**src/hdl/dcd_pkg.sv**
```systemverilog
// Shared constants and types of the command decoder
// Notes on behaviour
// - Commands decode from CS, RAS, CAS, WE, CKE sampled at the clock edge.
// - Present state is that before the edge; CKE now vs before picks moves.
// - CKE low twice holds power-down or self refresh; low-high with DES/NOP exits.
// - High-low with DES/NOP: active, plain or precharge power-down by activity.
// - REFRESH with CKE falling while all banks idle enters self refresh.
// - ODT plays no part in power-state choice.
// - Fully idle: banks closed, no burst, CKE high, every timer expired.
// - Deselect starts nothing and leaves running work alone.
// - NOP registers nothing and leaves running work alone.
// - Long calibration runs the engine, then updates drive and termination.
// - Short calibration completes within 64 clock cycles.
// - ACTIVATE opens the row in the addressed bank until precharged.
// - READ starts a burst from an open row at the given column.
// - A10 high on READ closes the row when the burst ends.
// - With per-command selection, A12 picks eight beats or a chop.
// - A started read burst runs to its end, never cut short.
// - READ is CS low, RAS high, CAS low, WE high.
package dcd_pkg;

    localparam int CLK_PS   = 5000;
    localparam int T_RP_NS  = 15;
    localparam int T_RFC_NS = 160;
    localparam int T_XP_NS  = 6;
    localparam int TMR_W    = 10;
    // Least times, rounded up to whole cycles
    localparam logic [TMR_W-1:0] RP_CYC  =
        TMR_W'((T_RP_NS * 1000 + CLK_PS - 1) / CLK_PS);
    localparam logic [TMR_W-1:0] RFC_CYC =
        TMR_W'((T_RFC_NS * 1000 + CLK_PS - 1) / CLK_PS);
    localparam logic [TMR_W-1:0] XP_CYC  =
        TMR_W'((T_XP_NS * 1000 + CLK_PS - 1) / CLK_PS);
    localparam logic [TMR_W-1:0] ZQ_INIT_CYC  = 10'h200;
    localparam logic [TMR_W-1:0] ZQ_OPER_CYC  = 10'h100;
    localparam logic [TMR_W-1:0] ZQ_SHORT_CYC = 10'h040;
    localparam logic [2:0] BURST8_CYC = 3'h4;
    localparam logic [2:0] CHOP_CYC   = 3'h2;
    localparam int BANKS  = 8;
    localparam int BA_W   = 3;
    localparam int ADDR_W = 16;
    localparam int COL_W  = 10;
    localparam int A10_BIT = 10;
    localparam int A12_BIT = 12;
    localparam int RDQ_W  = BA_W + COL_W + 2;
    localparam int PIN_W  = 5 + BA_W + ADDR_W;

    typedef enum logic [2:0] {
        PS_ON     = 3'b000,
        PS_PD_ACT = 3'b001,
        PS_PD_PRE = 3'b010,
        PS_PD     = 3'b011,
        PS_SREF   = 3'b100
    } dcd_pstate_t;

    typedef enum logic [2:0] {
        CMD_DES = 3'b000,
        CMD_NOP = 3'b001,
        CMD_ACT = 3'b010,
        CMD_RD  = 3'b011,
        CMD_PRE = 3'b100,
        CMD_REF = 3'b101,
        CMD_ZQ  = 3'b110,
        CMD_OTH = 3'b111
    } dcd_cmd_t;
endpackage : dcd_pkg

```
**src/hdl/dcd_pair_buf.sv**
```systemverilog
// Two-entry valid/ready buffer for decoded read commands
`timescale 1ns/100ps
module dcd_pair_buf #(
    parameter int W = 8
) (
    // Clock and reset
    input  wire logic         clk,
    input  wire logic         reset,
    // Filling side
    input  wire logic         in_valid,
    output logic              in_ready,
    input  wire logic [W-1:0] in_data,
    // Draining side
    output logic              out_valid,
    input  wire logic         out_ready,
    output logic [W-1:0]      out_data
);
    logic [W-1:0] mem_r [2];
    logic         wp_r;
    logic         rp_r;
    logic [1:0]   cnt_r;
    logic         push;
    logic         pop;

    assign in_ready  = (cnt_r != 2'h2);
    assign out_valid = (cnt_r != 2'h0);
    assign out_data  = mem_r[rp_r];
    assign push      = in_valid && in_ready;
    assign pop       = out_valid && out_ready;

    always_ff @(posedge clk) begin
        if (push) begin
            mem_r[wp_r] <= in_data;
        end
    end

    always_ff @(posedge clk) begin
        if (reset) begin
            wp_r  <= 1'b0;
            rp_r  <= 1'b0;
            cnt_r <= 2'h0;
        end else begin
            if (push) wp_r <= ~wp_r;
            if (pop) rp_r <= ~rp_r;
            if (push && !pop) cnt_r <= cnt_r + 2'h1;
            else if (pop && !push) cnt_r <= cnt_r - 2'h1;
        end
    end
endmodule : dcd_pair_buf

```
**src/hdl/dcd_cmd_decode.sv**
```systemverilog
// Clock-enable power states and command decode of the memory device
`timescale 1ns/100ps
module dcd_cmd_decode (
    // Clock and reset
    input  wire logic                       clk,
    input  wire logic                       reset,
    // Command and address pins
    input  wire logic                       cke,
    input  wire logic                       cs_n,
    input  wire logic                       ras_n,
    input  wire logic                       cas_n,
    input  wire logic                       we_n,
    input  wire logic [dcd_pkg::BA_W-1:0]   ba,
    input  wire logic [dcd_pkg::ADDR_W-1:0] addr,
    // Mode settings
    input  wire logic                       mr_otf_en,
    input  wire logic                       mr_fixed_bc4,
    input  wire logic                       init_done,
    // Read command stream
    output logic                            rd_valid,
    input  wire logic                       rd_ready,
    output logic [dcd_pkg::BA_W-1:0]        rd_bank,
    output logic [dcd_pkg::COL_W-1:0]       rd_col,
    output logic                            rd_len8,
    output logic                            rd_auto_close,
    // Status
    output dcd_pkg::dcd_pstate_t            pwr_state,
    output logic [dcd_pkg::BANKS-1:0]       bank_open,
    output logic                            fully_idle,
    output logic                            burst_busy,
    output logic                            zq_busy,
    output logic                            zq_update,
    output logic                            cmd_ignored
);
    import dcd_pkg::*;

    ////////////////////////////////////////////////////////////////////////
    // Pin synchronisers
    logic [PIN_W-1:0]  pin_s1_r;
    logic [PIN_W-1:0]  pin_s2_r;
    logic              cke_now;
    logic              cke_prev_r;
    logic              cs_now_n;
    logic [2:0]        rcw;
    logic [BA_W-1:0]   ba_now;
    logic [ADDR_W-1:0] a_now;

    always_ff @(posedge clk) begin
        if (reset) begin
            pin_s1_r <= '0;
            pin_s2_r <= '0;
        end else begin
            pin_s1_r <= {cke, cs_n, ras_n, cas_n, we_n, ba, addr};
            pin_s2_r <= pin_s1_r;
        end
    end

    assign {cke_now, cs_now_n, rcw, ba_now, a_now} = pin_s2_r;

    // CKE at the previous edge
    always_ff @(posedge clk) begin
        if (reset) cke_prev_r <= 1'b0;
        else cke_prev_r <= cke_now;
    end

    ////////////////////////////////////////////////////////////////////////
    // Command decode
    dcd_cmd_t cmd;
    logic     desnop;
    logic     entry;
    logic     exit_ev;
    logic     exec;

    always_comb begin
        if (cs_now_n) begin
            cmd = CMD_DES;
        end else begin
            case (rcw)
                3'b111:  cmd = CMD_NOP;
                3'b011:  cmd = CMD_ACT;
                3'b101:  cmd = CMD_RD;
                3'b010:  cmd = CMD_PRE;
                3'b001:  cmd = CMD_REF;
                3'b110:  cmd = CMD_ZQ;
                default: cmd = CMD_OTH;
            endcase
        end
    end

    assign desnop  = (cmd == CMD_DES) || (cmd == CMD_NOP);
    assign entry   = cke_prev_r && !cke_now;
    assign exit_ev = !cke_prev_r && cke_now;

    dcd_pstate_t      pstate_r;
    logic [BANKS-1:0] bank_open_r;
    logic [2:0]       burst_cnt_r;
    logic [BA_W-1:0]  burst_bank_r;
    logic             burst_auto_r;
    logic [TMR_W-1:0] pre_cnt_r;
    logic [TMR_W-1:0] ref_cnt_r;
    logic [TMR_W-1:0] zq_cnt_r;
    logic [TMR_W-1:0] xp_cnt_r;
    logic             zq_update_r;
    logic             ignored_r;
    logic             buf_in_ready;
    logic             rd_take;
    logic             len8;
    logic             burst_end;
    logic             zq_take;
    logic             ref_take;

    // Commands run only when powered up with CKE high at both edges
    assign exec = (pstate_r == PS_ON) && cke_prev_r && cke_now;

    // Idle apart from CKE; self refresh entry sees CKE already falling
    logic             banks_quiet;
    assign banks_quiet = (bank_open_r == '0) && (burst_cnt_r == 3'h0) &&
                         (pre_cnt_r == '0) && (ref_cnt_r == '0) &&
                         (zq_cnt_r == '0) && (xp_cnt_r == '0);
    assign fully_idle  = banks_quiet && cke_now;

    ////////////////////////////////////////////////////////////////////////
    // Power state; ODT has no input here by design
    always_ff @(posedge clk) begin
        if (reset) begin
            pstate_r <= PS_ON;
        end else begin
            case (pstate_r)
                PS_ON: begin
                    if (entry && cmd == CMD_REF && banks_quiet) begin
                        pstate_r <= PS_SREF;
                    end else if (entry && desnop) begin
                        // Burst implies an open bank, so it ranks first
                        if (burst_cnt_r != 3'h0 || pre_cnt_r != '0)
                            pstate_r <= PS_PD;
                        else if (bank_open_r != '0)
                            pstate_r <= PS_PD_ACT;
                        else
                            pstate_r <= PS_PD_PRE;
                    end
                end
                PS_PD_ACT, PS_PD_PRE, PS_PD, PS_SREF: begin
                    if (exit_ev && desnop) pstate_r <= PS_ON;
                end
                default: pstate_r <= PS_ON;
            endcase
        end
    end

    // Exit delay holds off fully idle after wake-up
    always_ff @(posedge clk) begin
        if (reset) xp_cnt_r <= '0;
        else if (pstate_r != PS_ON && exit_ev && desnop) xp_cnt_r <= XP_CYC;
        else if (xp_cnt_r != '0) xp_cnt_r <= xp_cnt_r - 10'h001;
    end

    ////////////////////////////////////////////////////////////////////////
    // Read acceptance; a full buffer refuses the read
    assign len8 = mr_otf_en ? a_now[A12_BIT] : !mr_fixed_bc4;
    assign rd_take = exec && cmd == CMD_RD && bank_open_r[ba_now] &&
                     burst_cnt_r == 3'h0 && buf_in_ready;
    assign burst_end = (burst_cnt_r == 3'h1);
    assign zq_take  = exec && cmd == CMD_ZQ && zq_cnt_r == '0;
    assign ref_take = exec && cmd == CMD_REF && bank_open_r == '0;

    // Burst counter never reloads mid-burst
    always_ff @(posedge clk) begin
        if (reset) begin
            burst_cnt_r  <= 3'h0;
            burst_bank_r <= '0;
            burst_auto_r <= 1'b0;
        end else if (rd_take) begin
            burst_cnt_r  <= len8 ? BURST8_CYC : CHOP_CYC;
            burst_bank_r <= ba_now;
            burst_auto_r <= a_now[A10_BIT];
        end else if (burst_cnt_r != 3'h0) begin
            burst_cnt_r <= burst_cnt_r - 3'h1;
        end
    end

    ////////////////////////////////////////////////////////////////////////
    // Per-bank open record
    genvar gb;
    generate
        for (gb = 0; gb < BANKS; gb++) begin : g_bank
            always_ff @(posedge clk) begin
                if (reset) begin
                    bank_open_r[gb] <= 1'b0;
                end else if (exec && cmd == CMD_ACT &&
                             ba_now == BA_W'(gb)) begin
                    bank_open_r[gb] <= 1'b1;
                end else if (exec && cmd == CMD_PRE &&
                             (a_now[A10_BIT] || ba_now == BA_W'(gb))) begin
                    bank_open_r[gb] <= 1'b0;
                end else if (burst_end && burst_auto_r &&
                             burst_bank_r == BA_W'(gb)) begin
                    bank_open_r[gb] <= 1'b0;
                end
            end
        end
    endgenerate

    // Precharge and refresh busy windows
    always_ff @(posedge clk) begin
        if (reset) pre_cnt_r <= '0;
        else if ((exec && cmd == CMD_PRE) || (burst_end && burst_auto_r))
            pre_cnt_r <= RP_CYC;
        else if (pre_cnt_r != '0) pre_cnt_r <= pre_cnt_r - 10'h001;
    end

    always_ff @(posedge clk) begin
        if (reset) ref_cnt_r <= '0;
        else if (ref_take) ref_cnt_r <= RFC_CYC;
        else if (ref_cnt_r != '0) ref_cnt_r <= ref_cnt_r - 10'h001;
    end

    ////////////////////////////////////////////////////////////////////////
    // Impedance calibration engine
    always_ff @(posedge clk) begin
        if (reset) begin
            zq_cnt_r <= '0;
        end else if (zq_take) begin
            if (!a_now[A10_BIT])
                zq_cnt_r <= ZQ_SHORT_CYC;
            else
                zq_cnt_r <= init_done ? ZQ_OPER_CYC : ZQ_INIT_CYC;
        end else if (zq_cnt_r != '0) begin
            zq_cnt_r <= zq_cnt_r - 10'h001;
        end
    end

    // Results move to the drivers as the window closes
    always_ff @(posedge clk) begin
        if (reset) zq_update_r <= 1'b0;
        else zq_update_r <= (zq_cnt_r == 10'h001);
    end

    // Flags a command that was decoded but not carried out
    always_ff @(posedge clk) begin
        if (reset) begin
            ignored_r <= 1'b0;
        end else begin
            ignored_r <= exec && !desnop && !rd_take && !zq_take &&
                         !ref_take && !(cmd == CMD_ACT) &&
                         !(cmd == CMD_PRE);
        end
    end

    ////////////////////////////////////////////////////////////////////////
    // Read stream buffer
    dcd_pair_buf #(
        .W (RDQ_W)
    ) dcd_pair_buf_i (
        .clk       (clk),
        .reset     (reset),
        .in_valid  (rd_take),
        .in_ready  (buf_in_ready),
        .in_data   ({ba_now, a_now[COL_W-1:0], len8, a_now[A10_BIT]}),
        .out_valid (rd_valid),
        .out_ready (rd_ready),
        .out_data  ({rd_bank, rd_col, rd_len8, rd_auto_close})
    );

    assign pwr_state   = pstate_r;
    assign bank_open   = bank_open_r;
    assign burst_busy  = (burst_cnt_r != 3'h0);
    assign zq_busy     = (zq_cnt_r != '0);
    assign zq_update   = zq_update_r;
    assign cmd_ignored = ignored_r;
endmodule : dcd_cmd_decode

```
**config.mk**
```make
export PLATFORM = sky130hd
export DESIGN_NAME = dcd_cmd_decode
export DESIGN_NICKNAME = d
export VERILOG_FILES = /design/src/hdl/dcd_pkg.sv /design/src/hdl/dcd_pair_buf.sv /design/src/hdl/dcd_cmd_decode.sv
export SDC_FILE = /design/constraint.sdc
export NUM_CORES = 1
export LEC_CHECK = 0
export BUFFER_PORTS_ARGS = -buffer_cell sky130_fd_sc_hd__buf_4
export CELL_PAD_IN_SITES_DETAIL_PLACEMENT = 2
export CELL_PAD_IN_SITES_GLOBAL_PLACEMENT = 2
export CORE_MARGIN = 4
export CORE_UTILIZATION = 37
export DETAILED_ROUTE_END_ITERATION = 12
export PLACE_DENSITY_LB_ADDON = 0.2
export SETUP_SLACK_MARGIN = 0.3
export SYNTH_ARGS = -nofsm -noshare
export SYNTH_HDL_FRONTEND = slang
export SYNTH_SLANG_ARGS = --single-unit
```
**constraint.sdc**
```tcl
create_clock -name clk -period 2.67 [get_ports clk]
set_input_delay 0.1335 -clock clk [delete_from_list [all_inputs] [get_ports clk]]
set_output_delay 0.1335 -clock clk [all_outputs]
set_load 0.1 [all_outputs]
```
==> results of run 1 <==
## metal layers
metal  part of all wire  global-route usage  vias to the layer above
met4              0.015              0.0653                        0
met5                  0                   0                        -
met3              0.029              0.0426                       19
met2               0.53               0.349                       61
met1               0.43               0.233                     2238
li1                   -                   -                     2125
## sequential cells by signal (all words and copies together) (netlist names), 8 cells and up, named ones only
signal,cells
dcd_pair_buf_i.mem_r,30
xp_cnt_r,10
zq_cnt_r,10
pin_s2_r,20
pin_s1_r,20
pre_cnt_r,10
ref_cnt_r,10
bank_open,8
## cell usage after synthesis (5+ instances only)
cell type,number
nand2_1,25
clkbuf_1,23
nand2b_1,8
mux2_2,16
nor4_1,9
or3b_2,5
mux2i_1,14
nor2b_1,49
nor3_1,19
nand3_1,14
o211ai_1,6
edfxtp_1,30
xnor2_1,10
or4_1,6
or3_1,14
nor2_1,56
dfxtp_1,106
o21ai_0,16
xor2_1,8
a21oi_1,37
ha_1,9
inv_1,16
nand3b_1,6
## kinds of logic (layout without fill, tap and decap cells)
| logic type | after synthesis | count (layout) |
|---|---|---|
| flops | 136 | 136 |
| compound gates | 79 | 79 |
| xor+xnor | 18 | 18 |
| buf+inv | 43 | 153 |
| simple gates | 233 | 234 |
| fa+ha+maj | 9 | 9 |
| mux | 30 | 30 |
## power by group through the flow
stage,clock (mW),sequential (mW),combinational [mW]
after floorplan,0,2.68,1.79
after global placement,0,2.72,2.26
after detailed placement,0,2.76,2.39
after CTS,2.43,2.73,2.59
after global routing,2.55,2.80,2.92
final,2.39,2.75,2.63
## area by class of cell
class                      instances  area [um^2]  share of cell area
multi-input combinational        370         2450               0.337
timing repair buffer             105          871               0.120
tap                              184          230              0.0316
inverter                          16         67.6             0.00929
sequential                       136         3050               0.419
clock inverter                    12          128              0.0175
clock buffer                      20          478              0.0657
## final timing paths
| kind | start | to | cells after the start |
|---|---|---|---|
| worst max register to register | pwr_state[0]$_SDFFE_PP0P_ | bank_open[1]$_SDFFE_PP0P_ | 5 |
| worst min register to register | pin_s2_r[7]$_SDFF_PP0_ | dcd_pair_buf_i.mem_r[0][9]$_DFFE_PP_ | 0 |
| worst max-delay path | pre_cnt_r[0]$_SDFFE_PP0P_ | fully_idle | 8 |
| worst min-delay path | cs_n | pin_s1_r[22]$_SDFF_PP0_ | 2 |
## timing repair
item	CTS	global route
hold endpoints to repair	19	0
hold buffers	19	0
resized for setup	16	13
buffers inserted	8	5
cloned	0	1
setup endpoints to repair	16	44
pin swaps	5	14
==> flow_summary.ini, run 1 <==
[timing]
tightest_slew_ns = 0.889
clock_skew_ns = 0.00700
slew_headroom = 0.407
fin_crit_ns = 2.70
hold_ws_ns = 0.0369
rsz0062_at_grt = yes
setup_viol = 1
setup_slack_ns = -0.0300
final_hold_viol_count = 0
drv_slew = 0
finalSetupTns_ns = -0.0300
fmax_mhz = 370
period_share = 1.01

[logic_synthesis]
synth_warnings = 0
synth-main-ff-cell = dfxtp_1
ys_seq_elements = 136
ys_seq_area_frac = 0.546
avgSynthCellArea_um2 = 10.1
synth_top_family_by_area = simple AND/OR/NAND/NOR gates
synthCells = 548
synth_top_area_frac = 0.383
yosys-top-cells-area = dfxtp_1 (38%), edfxtp_1 (16%), nor2b_1 (5.5%)
ys_types = 53
synth_fa_ha_area_frac = 0.0203
synthSimpleGateAreaFrac = 0.233
async_reset_ff_frac = 0
synth_xor_area_frac = 0.0285
synth.mux.area_fraction = 0.0578
synth_compound_area_frac = 0.0838
syn_area_mm2 = 0.00554
synth_edf_count = 30
synth_nets = 587
yosys.area.top_type = dfxtp_1

[power_and_ir_drop]
p_per_area_mw_per_mm2 = 1070
ir_drop_mv = 0.674
p_leak_nw = 2.81
p_int_mw = 5.01
p_clk_frac = 0.308
power_frac_seq = 0.353
combPwrFrac = 0.339
finalPower_mw = 7.77
swShare = 0.356
p_switching_mw = 2.77

[run_status]
violations = negative setup slack
status = complete, but fails checks

[route]
ant_nets = 0
drcViolationCount = 0
num_vias = 4443
wl_per_cell_um = 19.6
drt_first_pass_iters = 5
viasPerCell = 5.27
drtIter0Drc = 191
wl_um = 16600

[setup_path]
critical_path.top_delay_family = simple AND/OR/NAND/NOR gates
crit_path_max_fanout = 2
endpoint_kind = primary output
path_buf_inv = 2
startpoint_type = flip-flop
slowest_stage = or4b_4
arrival_ns = 2.57
critPathKind = reg -> out
path_cells = inv_2 -> ha_4 -> or3b_4 -> or4b_4 -> nor3_4 -> nand4_1 -> nor2_4 -> buf_12
max_stage_delay_ns = 0.51
reg2reg_slack_ns = 0.34
required_ns = 2.54

[floorplan]
die_area_mm2 = 0.0170
io_pins = 62
dieWidth_um = 130
rows = 44
initial_core_util = 0.380
die_h_um = 130
coreArea_mm2 = 0.0146

[clocking]
numClockSinks = 136
path_clk_slew_ns = 0.06
clockBufferDepth = 2
insertion_delay_ns = 0.42
cts_tree = done
clock-root-buffer = clkbuf_16
htree_levels = 4
cts-buffers-inserted = 17

[global_route]
grt_first_pass_wirelength_um = 25500
grt_use_total = 0.196
antenna_found_initial = 0
overflow = 0
grt_pass1_vias = 4821
grt_max_degree = 84

[layout]
nets = 685
fillers = 1485
drive_above_1_share = 0.278
final_common_cell = dfxtp_1
synthToLayoutAreaGrowth_pct = 31.3
final_cell_mix = dfxtp_1 (92), buf_4 (82), nor2_1 (53)
post-route-util = 0.499
final_area_mm2 = 0.00728
layout.cells.non_filler = 843
diodes = 0

[placed_design]
io_buffers = 57
dp_cells = 778
place_ws_ns = 0.0716
gp_congestion = 0.770
hpwlAfterDp_um = 9770
placed_area_mm2 = 0.00627

[job]
max-cap-violations = 0

[min_path]
hold_path_class = in -> reg
Power figures use the tool's default switching activity.
==> inputs of run 2 (changes only) <==
--- a/config.mk
+++ b/config.mk
@@ -5,11 +5,12 @@
 export SDC_FILE = /design/constraint.sdc
 export NUM_CORES = 1
 export LEC_CHECK = 0
+export ABC_AREA = 1
 export BUFFER_PORTS_ARGS = -buffer_cell sky130_fd_sc_hd__buf_4
 export CELL_PAD_IN_SITES_DETAIL_PLACEMENT = 2
 export CELL_PAD_IN_SITES_GLOBAL_PLACEMENT = 2
 export CORE_MARGIN = 4
-export CORE_UTILIZATION = 37
+export CORE_UTILIZATION = 35
 export DETAILED_ROUTE_END_ITERATION = 12
 export PLACE_DENSITY_LB_ADDON = 0.2
 export SETUP_SLACK_MARGIN = 0.3
==> flow_summary.ini, run 2 <==
[run_status]
status = finished clean

[layout]
drive_above_1_share = 0.231
fillers = 1753
reg.largest.list = dcd_pair_buf_i.mem_r x30, pin_s1_r x20, pin_s2_r x20
synthToLayoutAreaGrowth_pct = 29.0
final_common_cell = nor2_1
final_cell_mix = nor2_1 (113), inv_1 (96), dfxtp_1 (95)
largest_register_ffs = 30
nets = 798
diodes = 0
final_area_mm2 = 0.00733
regArea_mm2 = 0.00304
multi_input_area_mm2 = 0.00228
largest-register = dcd_pair_buf_i.mem_r

[logic_synthesis]
avgSynthCellArea_um2 = 8.60
synth-main-ff-cell = dfxtp_1
synth_warnings = 0
ys_types = 40
synth_nets = 700
post-synth-top-count-cell = nor2_1
syn_area_mm2 = 0.00569
ys_seq_area_frac = 0.532
synthTopCellsByCount = nor2_1 (118), dfxtp_1 (106), inv_1 (99)
synthCells = 661
yosys-top-cells-area = dfxtp_1 (37%), edfxtp_1 (16%), nor2_1 (7.8%)
async_reset_ff_frac = 0
synth_top_area_frac = 0.373
yosys.area.top_type = dfxtp_1
ys_seq_elements = 136
synth_edf_count = 30

[timing]
clock_skew_ns = 0.0113
tightest_slew_ns = 0.771
drv_slew = 0
fmax_mhz = 434
finalSetupTns_ns = 0
rsz0062_at_grt = no
slew_headroom = 0.485
fin_crit_ns = 2.30
final_hold_viol_count = 0
setup_viol = 0
period_share = 0.862

[route]
num_vias = 4783
ant_nets = 0
wl_um = 17600
wl_per_cell_um = 17.8
drt_first_pass_iters = 6
viasPerCell = 4.84
drcViolationCount = 0
drtIter0Drc = 204

[placed_design]
hpwlAfterDp_um = 10700
io_buffers = 57
placed_area_mm2 = 0.00641
gp_congestion = 0.783

[floorplan]
dieWidth_um = 135
initial_core_util = 0.358
die_h_um = 135
coreArea_mm2 = 0.0159
io_pins = 62
rows = 46
die_area_mm2 = 0.0184

[power_and_ir_drop]
p_clk_frac = 0.290
power_frac_seq = 0.338
p_leak_nw = 3.05
p_switching_mw = 3.27
p_int_mw = 4.87
p_per_area_mw_per_mm2 = 1110
combPwrFrac = 0.372
swShare = 0.401
ir_drop_mv = 0.497

[global_route]
grt_max_degree = 53
grt_first_pass_wirelength_um = 28300
grt_pass1_vias = 5447
overflow = 0
grt_use_total = 0.198
antenna_found_initial = 0

[min_path]
hold_path_class = in -> reg

[setup_path]
endpoint_kind = primary output
path_cells = inv_1 -> ha_2 -> nand2_2 -> nor2_4 -> nand3_2 -> nor2_4 -> nand3_1 -> nor2_2 -> buf_12
arrival_ns = 2.17
startpoint_type = flip-flop
required_ns = 2.54
crit_path_frequent_cell = nor2_4
crit_path_max_fanout = 4
critPathKind = reg -> out
max_stage_delay_ns = 0.34
slowest_stage = dfxtp_1

[clocking]
path_clk_slew_ns = 0.06
clockBufferDepth = 2
numClockSinks = 136
insertion_delay_ns = 0.43
clock-root-buffer = clkbuf_16
cts-buffers-inserted = 17
htree_levels = 4
cts_tree = done

[job]
max-cap-violations = 0
[run 2: cell count changes after synthesis, moves of 14 or more]
cell     before  now
nor2_1       56  118
mux2i_1      14    0
nand3_1      14   29
nor2b_1      49    0
inv_1        16   99
nand2_1      25   70
[run 2: area by class of cell]
type,instances,area share
Multi-Input combinational cell,408,0.310
Clock buffer,20,0.0653
Clock inverter,12,0.0155
Sequential cell,136,0.414
Inverter,105,0.0537
Tap cell,216,0.0368
Timing Repair Buffer,91,0.104
[run 2: metal layers]
metal  wire length [um]  global-route usage
met2               9480               0.368
met1               7350               0.223
met5                  0                   0
met4                444              0.0823
met3                357              0.0349
[run 2: worst paths after layout]
path | startpoint | end | depth (start not counted) | slack [ns]
worst max-delay path | pre_cnt_r[0]$_SDFFE_PP0P_ | fully_idle | 9 | 0.37
worst max register to register | burst_cnt_r[0]$_SDFFE_PP0P_ | dcd_pair_buf_i.cnt_r[1]$_SDFFE_PP0P_ | 15 | 0.47
worst min-delay path | init_done | zq_cnt_r[8]$_SDFFE_PP0P_ | 3 | 0.03
worst min register to register | pin_s1_r[18]$_SDFF_PP0_ | pin_s2_r[18]$_SDFF_PP0_ | 2 | 0.41
[run 2: repair_timing]
| item | in CTS | in global routing |
|---|---|---|
| endpoints found under the setup margin | 1 | 33 |
| hold endpoints to repair | 22 | 0 |
| setup buffers | 1 | 6 |
| hold buffers | 21 | 0 |
| pin swaps | 1 | 5 |
| gates resized for setup | 6 | 16 |
[run 2: worst max-delay path: cells and delay by family (launching register included)]
family                     cells  cell delay, ns
buffers and inverters          2            0.32
and+or+nand+nor                6            0.83
adders and majority gates      1            0.24
DFF                            1            0.34
[run 2: cell families after synthesis]
family | count (synthesis) | share of synthesized area
mux | 15 | 0.0297
flops | 136 | 0.532
fa+ha+maj | 9 | 0.0198
compound gates | 84 | 0.0805
simple gates | 282 | 0.233
buf+inv | 117 | 0.0779
xor+xnor | 18 | 0.0277
[run 2: power by group through the flow]
| stage | clock network [mW] | logic, mW | registers (mW) |
|---|---|---|---|
| after floorplan | 0 | 2.01 | 2.80 |
| after global placement | 0 | 2.53 | 2.75 |
| after detailed placement | 0 | 2.69 | 2.77 |
| after CTS | 2.40 | 2.84 | 2.74 |
| after global routing | 2.49 | 3.35 | 2.79 |
| final | 2.36 | 3.03 | 2.75 |
[run 2: metrics by stage]
stage                      util  hold slack, ns  power, mW  setup WS, ns  std cells
after CTS                 0.456          0.0288       7.98         0.318        982
after floorplan               -           0.240       4.81         0.261        661
after global placement    0.403           0.338       5.28         0.459        928
after detailed placement  0.403           0.345       5.47         0.362        928
after global routing      0.462          0.0474       8.63         0.259        988
final                     0.462          0.0340       8.14         0.367        988
==> inputs of run 3 (changes only) <==
--- a/config.mk
+++ b/config.mk
@@ -6,9 +6,11 @@
 export NUM_CORES = 1
 export LEC_CHECK = 0
 export ABC_AREA = 1
+export ABC_CLOCK_PERIOD_IN_PS = 2670
 export BUFFER_PORTS_ARGS = -buffer_cell sky130_fd_sc_hd__buf_4
 export CELL_PAD_IN_SITES_DETAIL_PLACEMENT = 2
 export CELL_PAD_IN_SITES_GLOBAL_PLACEMENT = 2
+export CORE_ASPECT_RATIO = 1.2
 export CORE_MARGIN = 4
 export CORE_UTILIZATION = 35
 export DETAILED_ROUTE_END_ITERATION = 12
==> flow_summary.ini, run 3 (synthesis results as in run 2) <==
[run_status]
status = finished clean

[timing]
rsz0062_at_grt = yes
slew_headroom = 0.508
period_share = 0.847
fmax_mhz = 442
tightest_slew_ns = 0.737
finalSetupTns_ns = 0
setup_viol = 0
setup_slack_ns = 0.408
fin_crit_ns = 2.26
drv_slew = 0
final_hold_viol_count = 0
clock_skew_ns = 0.0115

[power_and_ir_drop]
p_per_area_mw_per_mm2 = 1090
ir_drop_mv = 0.482
p_leak_nw = 3.05

[placed_design]
gp_congestion = 0.765
hpwlAfterDp_um = 11100
placed_area_mm2 = 0.00640
io_buffers = 57
place_ws_ns = 0.203
dp_cells = 921

[setup_path]
critPathKind = reg -> reg
startpoint_type = flip-flop
required_ns = 2.98
startpoint = burst_cnt_r[0]$_SDFFE_PP0P_
arrival_ns = 2.57
endpoint_kind = flip-flop
r2r-start = burst_cnt_r[0]$_SDFFE_PP0P_
crit_path_max_fanout = 5

[route]
num_vias = 4741
wl_um = 16700
ant_nets = 0
drtIter0Drc = 175
drt_first_pass_iters = 4
drcViolationCount = 0
wl_per_cell_um = 17.1
viasPerCell = 4.85

[global_route]
grt_util_met1 = 0.208
grt_pass1_vias = 5429
antenna_found_initial = 0
busiest_layer = met2
overflow = 0
grt_first_pass_wirelength_um = 28100
use_met3 = 0.0351
grt_use_total = 0.191
grt_max_degree = 36
grtUsageMet2 = 0.366

[clocking]
clockBufferDepth = 2
htree_levels = 4
numClockSinks = 136
cts_tree = done
clock-root-buffer = clkbuf_16
cts-buffers-inserted = 17
insertion_delay_ns = 0.43
path_clk_slew_ns = 0.07

[layout]
largest_register_ffs = 30
regArea_mm2 = 0.00304
largest-register = dcd_pair_buf_i.mem_r
final_area_mm2 = 0.00731
drive_above_1_share = 0.224
reg.largest.list = dcd_pair_buf_i.mem_r x30, pin_s1_r x20, pin_s2_r x20
synthToLayoutAreaGrowth_pct = 28.5
final_cell_mix = nor2_1 (114), inv_1 (97), dfxtp_1 (96)
nets = 795
multi_input_area_mm2 = 0.00227
fillers = 1748
diodes = 0
layout.cells.non_filler = 977
final_common_cell = nor2_1

[floorplan]
rows = 50
die_area_mm2 = 0.0184
die_h_um = 148
dieWidth_um = 124
coreArea_mm2 = 0.0158
initial_core_util = 0.361
io_pins = 62

[min_path]
hold_path_startpoint = init_done
hold_path_class = in -> reg

[job]
max-cap-violations = 0
run 3: worst paths after layout:
check                                                       endpoint  slack [ns]  depth (start not counted)
worst max-delay path            dcd_pair_buf_i.cnt_r[1]$_SDFFE_PP0P_        0.41                         15
worst min-delay path                        zq_cnt_r[8]$_SDFFE_PP0P_        0.02                          3
worst max register to register  dcd_pair_buf_i.cnt_r[1]$_SDFFE_PP0P_        0.41                         15
worst min register to register                pin_s2_r[7]$_SDFF_PP0_        0.42                          2
run 3: what timing repair did:
action	4_1_cts	5_1_grt
hold buffers	20	0
endpoints found under the hold margin	20	0
resized for setup	6	12
setup endpoints to repair	32	18
pin swaps	2	1
setup buffers	2	2
run 3: critical path, stage by stage (launching register included):
cell,delay (ns)
dfxtp_1,0.33
inv_2,0.08
ha_1,0.16
inv_1,0.07
nor2_4,0.15
inv_2,0.08
a21oi_2,0.14
nand2_1,0.10
nor2_2,0.10
o21ai_2,0.07
nor2_4,0.13
ha_1,0.28
a21oi_2,0.13
o21ai_0,0.13
o21ai_1,0.15
a21oi_1,0.05
run 3: final cells by class:
class / instances / area share
Clock buffer: 17 / 0.0582
Clock inverter: 15 / 0.0245
Inverter: 105 / 0.0539
Multi-Input combinational cell: 408 / 0.311
Sequential cell: 136 / 0.415
Tap cell: 208 / 0.0356
Timing Repair Buffer: 88 / 0.102
run 3: routing by layer:
| layer | vias up | share of wire |
|---|---|---|
| li1 | 2317 | - |
| met1 | 2345 | 0.40 |
| met2 | 59 | 0.56 |
| met3 | 20 | 0.020 |
| met4 | 0 | 0.017 |
| met5 | - | 0 |
run 3: stage by stage:
stage	hold WS, ns	utilization	total power, mW
after detailed placement	0.345	0.406	5.48
after global routing	0.0505	0.464	8.56
final	0.0159	0.464	7.98
after floorplan	0.240	-	4.81
after global placement	0.332	0.406	5.28
after CTS	0.00883	0.460	8.01
run 3: power by group:
part           total, mW  leakage, nW  switching, mW  internal, mW
combinational       2.86         1.60           1.87         0.990
clock               2.40        0.295           1.05          1.34
sequential          2.73         1.15          0.298          2.43
